[src/include/dcsi_pkg.sv]
`default_nettype none

// Shared constants and carriers for the DC sensor interface control
package dcsi_pkg;

  // Widths
  localparam int NUM_CH = 4;                   // Sensor channels
  localparam int CH_W   = 2;                   // Channel index width
  localparam int ADDR_W = 8;                   // Register address width
  localparam int DATA_W = 32;                  // Register data width
  localparam int RES_W  = 10;                  // Conversion result width
  localparam int CODE_W = 6;                   // Conversion request code width

  // Register byte offsets
  localparam logic [ADDR_W-1:0] OFF_SWITCH = 8'h00;  // sensor_switch_control
  localparam logic [ADDR_W-1:0] OFF_SYSCFG = 8'h04;  // system_config
  localparam logic [ADDR_W-1:0] OFF_DIAG   = 8'h08;  // diag_convert_control
  localparam logic [ADDR_W-1:0] OFF_RESULT = 8'h0c;  // conversion_result
  localparam logic [ADDR_W-1:0] OFF_PINS   = 8'h10;  // Pin state view

  // Field positions
  localparam int SW_SRC_BIT  = 0;              // output_source_enable
  localparam int SW_CHAN_LSB = 1;              // channel_select
  localparam int SW_PDDIS_BIT = 3;             // pulldown_global_disable
  localparam int CFG_AUTO_BIT = 0;             // auto_off_after_measure
  localparam int DG_CODE_LSB = 0;              // conversion_request_code
  localparam int DG_CHAN_LSB = 8;              // Measured channel
  localparam int DG_BUSY_BIT = 12;             // Conversion in progress
  localparam int RS_VAL_LSB  = 0;              // Result value
  localparam int RS_DONE_BIT = 16;             // Result ready flag
  localparam int RS_REF_BIT  = 17;             // Refused request flag
  localparam int PN_SRC_LSB  = 0;              // Source per channel
  localparam int PN_PD_LSB   = 4;              // Pull-down per channel
  localparam int PN_RI_LSB   = 8;              // Current route per channel
  localparam int PN_RV_LSB   = 12;             // Voltage route per channel

  // Conversion request codes
  localparam logic [CODE_W-1:0] REQ_CURRENT = 6'h04;
  localparam logic [CODE_W-1:0] REQ_VOLTAGE = 6'h03;

  // Reset values
  localparam logic RST_PULLDOWN = 1'b1;        // Pull-downs on after reset
  localparam logic [NUM_CH-1:0] CH_ONE = 4'h1; // One-hot seed

  // Conversion sequencer states
  typedef enum logic [0:0] {
    DCSI_IDLE = 1'b0,
    DCSI_CONV = 1'b1
  } dcsi_fsm_t;

  // Register bus request
  typedef struct packed {
    logic [ADDR_W-1:0] addr;
    logic [DATA_W-1:0] wdata;
    logic              wr;
    logic              rd;
  } dcsi_bus_req_t;

  // Request toward the shared ADC and its input routing
  typedef struct packed {
    logic              req;
    logic [CODE_W-1:0] code;
    logic [CH_W-1:0]   chan;
    logic [NUM_CH-1:0] route_i;
    logic [NUM_CH-1:0] route_v;
  } dcsi_adc_req_t;

  // Answer from the ADC
  typedef struct packed {
    logic             done;
    logic [RES_W-1:0] result;
  } dcsi_adc_rsp_t;

endpackage

`default_nettype wire

[src/core/dcsi_pulldown_cell.sv]
`default_nettype none

// One channel's weak pull-down control
module dcsi_pulldown_cell
  import dcsi_pkg::*;
(
  input  wire logic clk_in,
  input  wire logic rst_n_in,
  input  wire logic src_on_in,
  input  wire logic volt_req_in,
  input  wire logic gdis_in,
  output var  logic pd_en_out
);

  // Cell state
  typedef struct packed {
    logic pd_en;                 // Pull-down engaged
  } dcsi_pd_state_t;

  dcsi_pd_state_t s_r;           // Registered state
  dcsi_pd_state_t s_nxt;         // Next state

  // Release on any condition, re-engage once none holds
  always_comb begin
    s_nxt = s_r;
    if (src_on_in) begin
      s_nxt.pd_en = 1'b0;
    end else if (volt_req_in) begin
      s_nxt.pd_en = 1'b0;
    end else if (gdis_in) begin
      s_nxt.pd_en = 1'b0;
    end else begin
      s_nxt.pd_en = 1'b1;
    end
  end

  // State register, engaged out of reset
  always_ff @(posedge clk_in or negedge rst_n_in) begin
    if (!rst_n_in) begin
      s_r.pd_en <= RST_PULLDOWN;
    end else begin
      s_r <= s_nxt;
    end
  end

  assign pd_en_out = s_r.pd_en;

endmodule

`default_nettype wire

[src/core/dcsi_ctrl.sv]
//
// Contract
// - Source drives pins only while enabled
// - Source goes to selected channel only
// - Channels change only by host command
// - Auto-off after measurement when configured; here only when the measured channel is the selected source channel
// - ADC routing only on requested conversion
// - All pull-downs engaged after reset
// - Active source releases own pull-down
// - Voltage request releases channel pull-down
// - Global disable releases all pull-downs
// - Hall sensor: single current conversion
// - Resistive: current then voltage conversion
// - Current code 04, voltage code 03
// - Cross-link: source one, measure another
//
// The address map and the address-and-strobe port were left to the implementer.

`default_nettype none

module dcsi_ctrl
  import dcsi_pkg::*;
(
  input  wire logic              clk_in,
  input  wire logic              reset_n_in,
  input  wire dcsi_bus_req_t     bus_in,
  output var  logic [DATA_W-1:0] rdata_out,
  input  wire dcsi_adc_rsp_t     adc_in,
  output var  dcsi_adc_req_t     adc_out,
  output var  logic [NUM_CH-1:0] src_on_out,
  output var  logic [NUM_CH-1:0] pulldown_out
);

  // Whole block state
  typedef struct packed {
    logic              src_en;     // Output source enable
    logic [CH_W-1:0]   chan_sel;   // Source channel
    logic              pd_gdis;    // Global pull-down disable
    logic              auto_off;   // Switch off after measurement
    dcsi_fsm_t         fsm;        // Conversion sequencer
    logic [RES_W-1:0]  result;     // Last conversion value
    logic              done;       // Result ready, sticky
    logic              refused;    // Request refused, sticky
    dcsi_adc_req_t     adc;        // ADC request and routing
    logic [NUM_CH-1:0] src_on;     // Per-channel source drive
    logic [DATA_W-1:0] rdata;      // Read data for one cycle
  } dcsi_state_t;

  dcsi_state_t s_r;                // Registered state
  dcsi_state_t s_nxt;              // Next state

  logic rst_meta_r;                // Reset release, first stage
  logic rst_sync_r;                // Reset release, second stage

  logic [NUM_CH-1:0] pd_en;        // Pull-down cell outputs

  // Decoded write strobes
  logic wr_switch;                 // Write to switch control
  logic wr_syscfg;                 // Write to configuration
  logic wr_diag;                   // Write to conversion control
  logic wr_result;                 // Write to result flags

  // Write data fields
  logic [CODE_W-1:0] w_code;       // Requested code
  logic [CH_W-1:0]   w_chan;       // Requested channel
  logic              code_ok;      // Code is supported
  logic              accept;       // Request taken

  // Reset release through two flip-flops
  always_ff @(posedge clk_in or negedge reset_n_in) begin
    if (!reset_n_in) begin
      rst_meta_r <= 1'b0;
      rst_sync_r <= 1'b0;
    end else begin
      rst_meta_r <= 1'b1;
      rst_sync_r <= rst_meta_r;
    end
  end

  // Address decode of writes
  always_comb begin
    wr_switch = bus_in.wr && (bus_in.addr == OFF_SWITCH);
    wr_syscfg = bus_in.wr && (bus_in.addr == OFF_SYSCFG);
    wr_diag   = bus_in.wr && (bus_in.addr == OFF_DIAG);
    wr_result = bus_in.wr && (bus_in.addr == OFF_RESULT);
  end

  // Conversion request fields and acceptance
  always_comb begin
    w_code  = bus_in.wdata[DG_CODE_LSB +: CODE_W];
    w_chan  = bus_in.wdata[DG_CHAN_LSB +: CH_W];
    // Only current and voltage codes are served
    code_ok = (w_code == REQ_CURRENT) || (w_code == REQ_VOLTAGE);
    // One conversion at a time
    accept  = wr_diag && code_ok && (s_r.fsm == DCSI_IDLE);
  end

  // Next-state logic
  always_comb begin
    s_nxt       = s_r;
    // Read data is zero outside the answer cycle
    s_nxt.rdata = '0;

    // Configuration register
    if (wr_syscfg) begin
      s_nxt.auto_off = bus_in.wdata[CFG_AUTO_BIT];
    end

    // Host flag clears, one per bit
    if (wr_result) begin
      if (bus_in.wdata[RS_DONE_BIT]) begin
        s_nxt.done = 1'b0;
      end
      if (bus_in.wdata[RS_REF_BIT]) begin
        s_nxt.refused = 1'b0;
      end
    end

    // Conversion sequencer
    case (s_r.fsm)
      DCSI_IDLE: begin
        if (accept) begin
          // Start one conversion toward the ADC
          s_nxt.fsm      = DCSI_CONV;
          s_nxt.adc.req  = 1'b1;
          s_nxt.adc.code = w_code;
          s_nxt.adc.chan = w_chan;
        end
      end
      DCSI_CONV: begin
        if (adc_in.done) begin
          // Capture value, set wins over a clear
          s_nxt.fsm     = DCSI_IDLE;
          s_nxt.adc.req = 1'b0;
          s_nxt.result  = adc_in.result;
          s_nxt.done    = 1'b1;
          // Measurement done on the sourced channel
          if (s_r.auto_off && (s_r.adc.chan == s_r.chan_sel)) begin
            s_nxt.src_en = 1'b0;
          end
        end
      end
      default: begin
        // Recover to idle
        s_nxt.fsm     = DCSI_IDLE;
        s_nxt.adc.req = 1'b0;
      end
    endcase

    // Refused request: busy or unknown code
    if (wr_diag && !accept) begin
      s_nxt.refused = 1'b1;
    end

    // Host switch command, latest word wins
    if (wr_switch) begin
      s_nxt.src_en   = bus_in.wdata[SW_SRC_BIT];
      s_nxt.chan_sel = bus_in.wdata[SW_CHAN_LSB +: CH_W];
      s_nxt.pd_gdis  = bus_in.wdata[SW_PDDIS_BIT];
    end

    // Source drive: one channel, only while enabled
    if (s_nxt.src_en) begin
      s_nxt.src_on = CH_ONE << s_nxt.chan_sel;
    end else begin
      s_nxt.src_on = '0;
    end

    // Current routing while a current conversion runs
    if (s_nxt.fsm == DCSI_CONV && s_nxt.adc.code == REQ_CURRENT) begin
      s_nxt.adc.route_i = CH_ONE << s_nxt.adc.chan;
    end else begin
      s_nxt.adc.route_i = '0;
    end

    // Voltage routing, any channel, even unsourced
    if (s_nxt.fsm == DCSI_CONV && s_nxt.adc.code == REQ_VOLTAGE) begin
      s_nxt.adc.route_v = CH_ONE << s_nxt.adc.chan;
    end else begin
      s_nxt.adc.route_v = '0;
    end

    // Register reads, answered next cycle
    if (bus_in.rd) begin
      case (bus_in.addr)
        OFF_SWITCH: begin
          // Switch control readback
          s_nxt.rdata[SW_SRC_BIT]               = s_r.src_en;
          s_nxt.rdata[SW_CHAN_LSB +: CH_W]      = s_r.chan_sel;
          s_nxt.rdata[SW_PDDIS_BIT]             = s_r.pd_gdis;
        end
        OFF_SYSCFG: begin
          // Configuration readback
          s_nxt.rdata[CFG_AUTO_BIT]             = s_r.auto_off;
        end
        OFF_DIAG: begin
          // Last request and busy
          s_nxt.rdata[DG_CODE_LSB +: CODE_W]    = s_r.adc.code;
          s_nxt.rdata[DG_CHAN_LSB +: CH_W]      = s_r.adc.chan;
          s_nxt.rdata[DG_BUSY_BIT]              = (s_r.fsm == DCSI_CONV);
        end
        OFF_RESULT: begin
          // Value and sticky flags
          s_nxt.rdata[RS_VAL_LSB +: RES_W]      = s_r.result;
          s_nxt.rdata[RS_DONE_BIT]              = s_r.done;
          s_nxt.rdata[RS_REF_BIT]               = s_r.refused;
        end
        OFF_PINS: begin
          // Live drive, pull-down and routing state
          s_nxt.rdata[PN_SRC_LSB +: NUM_CH]     = s_r.src_on;
          s_nxt.rdata[PN_PD_LSB +: NUM_CH]      = pd_en;
          s_nxt.rdata[PN_RI_LSB +: NUM_CH]      = s_r.adc.route_i;
          s_nxt.rdata[PN_RV_LSB +: NUM_CH]      = s_r.adc.route_v;
        end
        default: begin
          // Unmapped address reads zero
          s_nxt.rdata = '0;
        end
      endcase
    end
  end

  // State register
  always_ff @(posedge clk_in or negedge rst_sync_r) begin
    if (!rst_sync_r) begin
      // Sources off, idle, nothing routed
      s_r <= '0;
    end else begin
      s_r <= s_nxt;
    end
  end

  // Per-channel pull-down cells
  genvar ch;
  generate
    for (ch = 0; ch < NUM_CH; ch++) begin : g_pd
      dcsi_pulldown_cell u_pd (
        .clk_in      (clk_in),
        .rst_n_in    (rst_sync_r),
        .src_on_in   (s_r.src_on[ch]),
        .volt_req_in (s_r.adc.route_v[ch]),
        .gdis_in     (s_r.pd_gdis),
        .pd_en_out   (pd_en[ch])
      );
    end
  endgenerate

  // Outputs straight from flip-flops
  assign rdata_out    = s_r.rdata;
  assign adc_out      = s_r.adc;
  assign src_on_out   = s_r.src_on;
  assign pulldown_out = pd_en;

endmodule

`default_nettype wire

[config.mk]
export PLATFORM = sky130hd
export DESIGN_NAME = dcsi_ctrl
export DESIGN_NICKNAME = d
export VERILOG_FILES = /design/src/include/dcsi_pkg.sv /design/src/core/dcsi_pulldown_cell.sv /design/src/core/dcsi_ctrl.sv
export SDC_FILE = /design/constraint.sdc
export NUM_CORES = 1
export LEC_CHECK = 0
export ABC_CLOCK_PERIOD_IN_PS = 2900
export BUFFER_PORTS_ARGS = -buffer_cell sky130_fd_sc_hd__buf_2
export CORE_UTILIZATION = 50
export DETAILED_ROUTE_END_ITERATION = 8
export GPL_TIMING_DRIVEN = 0
export PLACE_DENSITY = 0.8
export SYNTH_ARGS = -nofsm -noshare
export SYNTH_HDL_FRONTEND = slang
export SYNTH_HIERARCHICAL = 1
export SYNTH_SLANG_ARGS = --single-unit
export TNS_END_PERCENT = 5
[constraint.sdc]
create_clock -name clk_in -period 2.9 [get_ports clk_in]
set_input_delay 0.145 -clock clk_in [delete_from_list [all_inputs] [get_ports clk_in]]
set_output_delay 0.145 -clock clk_in [all_outputs]
set_load 0.1 [all_outputs]
-- Word-level counts from Yosys, hierarchy flattened
Index checks and enable logic that the tools add are counted.
- register bits after elaboration: 77
- input bits: 55
- logic and storage cells: 91
- equality and inequality tests: 11
- shift-type cells: 2
- mux-type cells: 38
- bitwise operators: 1
- reduce and logical (&&, ||, !) cells: 18
- operator list (kind ; number):
    two-way mux 1 bit ; 18
    two-way mux 18 bit ; 1
    equality test 8 x 4 -> 1 bit (second input constant) ; 2
    two-way mux 4 bit ; 4
    equality test 6 x 2 -> 1 bit (second input constant) ; 2
    equality test 6 x 3 -> 1 bit (second input constant) ; 2
    two-way mux 12 bit ; 1
    one-hot mux 2 bit (3 select lines) ; 2
    one-hot mux 3 bit (4 select lines) ; 1
    logical AND 1 bit ; 10
    two-way mux 9 bit ; 1
    equality test 8 x 3 -> 1 bit (second input constant) ; 1
    equality test 8 x 5 -> 1 bit (second input constant) ; 1
    logical NOT 8 bit ; 1
    two-way mux 8 bit ; 1
    << shifter 1 x 2 -> 4 bit (first input constant) ; 2
    two-way mux 2 bit ; 3
    one-hot mux 1 bit (2 select lines) ; 3
    AND reduction 2 bit ; 3
    one-hot mux 1 bit (5 select lines) ; 1
    inequality test 2 bit (second input constant) ; 2
    one-hot mux 2 bit (2 select lines) ; 1
    nonzero test 2 bit ; 2
    two-way mux 3 bit ; 1
    4 further kinds ; 4

-- Longest topological paths before layout
- depth after elaboration: 9
- gate-level depth with buffers: 7
- mapped depth without buffers: 5

-- Hierarchy
Netlist, hierarchy kept.
- by module, submodules not included (module ; instances ; cells each ; area each (um^2)):
    dcsi_ctrl ; 1 ; 268 ; 3004.1
    dcsi_pulldown_cell ; 4 ; 2 ; 36.3

-- Worst setup path after synthesis
OpenSTA, ideal clock, no wires.
- path type: input to register
- start: in bus_in[35] (netlist name)
- end: reg s_r, in the netlist src_on_out[0]
- setup time: 0.072 ns
- arrival time: 1.677 ns
- data required time: 2.828 ns
- setup slack: 1.151 ns
- cell stages on the path: 7
- path buffers: 2
- path through: or4_4 buf_6 and4bb_2 buf_2 mux2i_1 inv_1 nor2_1
- RTL lines (what ; line ; source):
    start: declaration ; dcsi_ctrl.sv:26 ; input wire dcsi_bus_req_t bus_in,
    end signal: assignment ; dcsi_ctrl.sv:229 ; s_r <= s_nxt;
    end: declaration ; dcsi_ctrl.sv:49 ; dcsi_state_t s_r;

==> impl_results.md <==
* Status: finished clean
* Peak supply drop at 0.000394 V
* Relative slew slack at 52.2%
* Total track usage at 21.5%
* Type of origin of the critical path: flip-flop
* WL/cell at between 10 and 15 µm
* Die area at approximately 6600 µm²
* Critical Path Start: s_r[65]
* Final Setup Violations at 0
* Power density cells at 525 nW/µm²
* Sequential fraction of the synthesis area at 50.2%
* Drt drc at 0
* Layout area overhead at 24.9%
* DRT iter0 DRCs at 152
* Clock-pin slew on the worst setup and hold paths at about 0.07 ns
* Setup Fix Bufs, Post-CTS at 0
* Worst-skew pair later-pin latency at 0.34 ns
* Total design power at ~2.1 mW
* Grt total ovfl at 0
* R2R depth at 5
* # resized after CTS at 0
* Share of cells above drive strength 1 at between 50% and 60%
* Count of input and output buffers at 73
* Clock sink total at 63
* Clk_skew at 0.00491 ns
* Reg2Reg Capture Point: adc_out[5]
* Worst EP required at between 3 and 4 ns
* Met1 usage at roughly 29%
* Antenna-violating nets left at 0
* Synthesized area at 3150 µm²
* Grt met3 use at approximately 5.7%
* Reg-to-reg setup timing slack at roughly 0.85 ns
* IO Pins at 112
* H-tree levels at 3
* Post-Syn Instances at between 200 and 300
* Crit Path Max Fanout at 10
* RSZ-0062 raised after global routing: false
* Yosys warning count at 6
* WL final at 6560 µm
* Crit path DAT at 2.29 ns
* Initial antenna violation count at 0
* TritonCTS clock tree: yes
* Peak Freq at between 400 and 500 MHz
* Commonest non-fill, non-tap cell in the layout: buf_2
* Hold worst-path end: s_r[58]
* Syn Area/Cell at approximately 11 µm²
* GR peak layer: met2
* First-pass GRT wire length at 10,300 µm
* Die H at about 81 µm
* Post-placement setup slack at 0.837 ns
* #FFs+latches synth at between 60 and 70
* Core Box Area at 5990 µm²
* Slew Viols, Final at 0
* Fin Setup TNS at 0 ns
* Kind of critical path: reg -> reg
* Setup crit end kind: flip-flop
* Number of synthesized flops with an enable pin at 0
* Grt met2 use at 32.8%
* Die X at 81.4 µm
* Hold path depth at 2
* Gpl congestion at 0.855
* Cts hold-fix bufs at 1
* Hold Crit Start: adc_in[3]
* Tightest Pin Transition at 0.717 ns
* Unique masters post-synth at 53
* DP HPWL at roughly 4900 µm
* Register area at ~1600 µm²
* Initial Utilization at 52.6%
* Final Non-Filler Cells at 455
* Clk root buf: clkbuf_8
* Worst min-delay path class: in -> reg
* Most frequent cells in the layout: buf_2 (76), dfrtp_1 (58), buf_4 (53), mux2_2 (19)
* Antenna Cells at 0
* Tmin final at 2.05 ns
* Fin. Hold Viols at 0
* DR vias/cell at 5.06
* Post-Place Cells at roughly 440
* CTS Buf Count at 9
* Detailed-route via count at 2,303
* P_leak at 2.07 nW
* Final WS setup at 0.852 ns
* Largest net degree at the start of global routing at 42
* Max-cap violations at 0
* Fill count at 483
* Asr flop ratio synth at 100%
* Final Cycle Share at between 70% and 80%
* # rows at 28
* CTS Buffer Depth at 2
* Vias in the first global route at 2,090
* DR pass1 iterations at 4
* NumNets Final at 430
* Reg2reg start: s_r[65]
* Area of the multi-input gates at about 1200 µm²
* Post-synth top flop: dfrtp_1
[power by group]
part	switching, mW	total (mW)	internal, mW
sequential	0.0147	0.907	0.892
combinational	0.172	0.230	0.0578
clock	0.339	0.929	0.591
total	0.526	2.07	1.54
[cells in the mapped netlist, types with 4 or more instances]
cell | n | area share, %
o22ai_1 | 6 | 1.2
a22o_1 | 5 | 1.4
nor3_2 | 4 | 1.3
mux2_2 | 19 | 6.8
nand3_1 | 8 | 1.3
nor2_1 | 14 | 1.7
buf_4 | 53 | 13
nand2_1 | 15 | 1.8
nor2b_1 | 7 | 1.4
a22oi_1 | 8 | 1.9
dfstp_2 | 4 | 3.3
and2_1 | 7 | 1.4
dfrtp_1 | 59 | 47
inv_1 | 4 | 0.48
[cells by family after synthesis]
family,synth area share (%)
AOI/OAI and AO/OA,8.70
xor gates and xnor gates,0.556
buffers and inverters,14.8
DFF,50.2
muxes,8.70
other,0.238
and+or+nand+nor,16.8
[worst max path at each step]
stage / endpoint / depth (start not counted)
after floorplan: adc_out[0] / 0
after global placement: rdata_out[7] / 0
after detailed placement: adc_out[13] / 7
after CTS: adc_out[13] / 5
after global routing: adc_out[5] / 5
final: adc_out[5] / 5
[flip-flops by register name (all words and copies together) (netlist names)]
signal and flops:
src_on_out 4, rst_meta_r 1, s_r 18, rdata_out 18, adc_out 17, rst_sync_r 1
g_pd.u_pd/pd_en_out 4
[area by class of cell]
cell class	instances	share of cell area, %
Tap cell	75	2.39
Clock buffer	10	3.50
Sequential cell	63	40.2
Inverter	4	0.382
Multi-Input combinational cell	160	29.3
Clock inverter	6	2.74
Timing Repair Buffer	75	10.1
Buffer	62	11.5
[through the flow]
| step | hold WS, ns | util [%] | cell area, µm² |
|---|---|---|---|
| final | 0.0284 | 65.7 | 3930 |
| after global routing | 0.0132 | 65.7 | 3930 |
| after CTS | 0.0218 | 65.7 | 3930 |
| after detailed placement | -0.0687 | 61.4 | 3680 |
| after global placement | -0.0695 | 61.0 | 3660 |
| after floorplan | -0.151 | - | 3200 |
[layer usage]
layer	vias up	wire, µm
met4	0	118
li1	1102	-
met3	13	494
met1	1094	2850
met5	-	0
met2	94	3090
[worst max-delay path, stage by stage, from the launching register on]
cell and delay, ns:
dfrtp_1 0.46, or4_1 0.42, a21oi_1 0.39, nand4_4 0.28, buf_6 0.23, o22ai_1 0.17
Note: power is estimated with default switching activity, not from simulation.
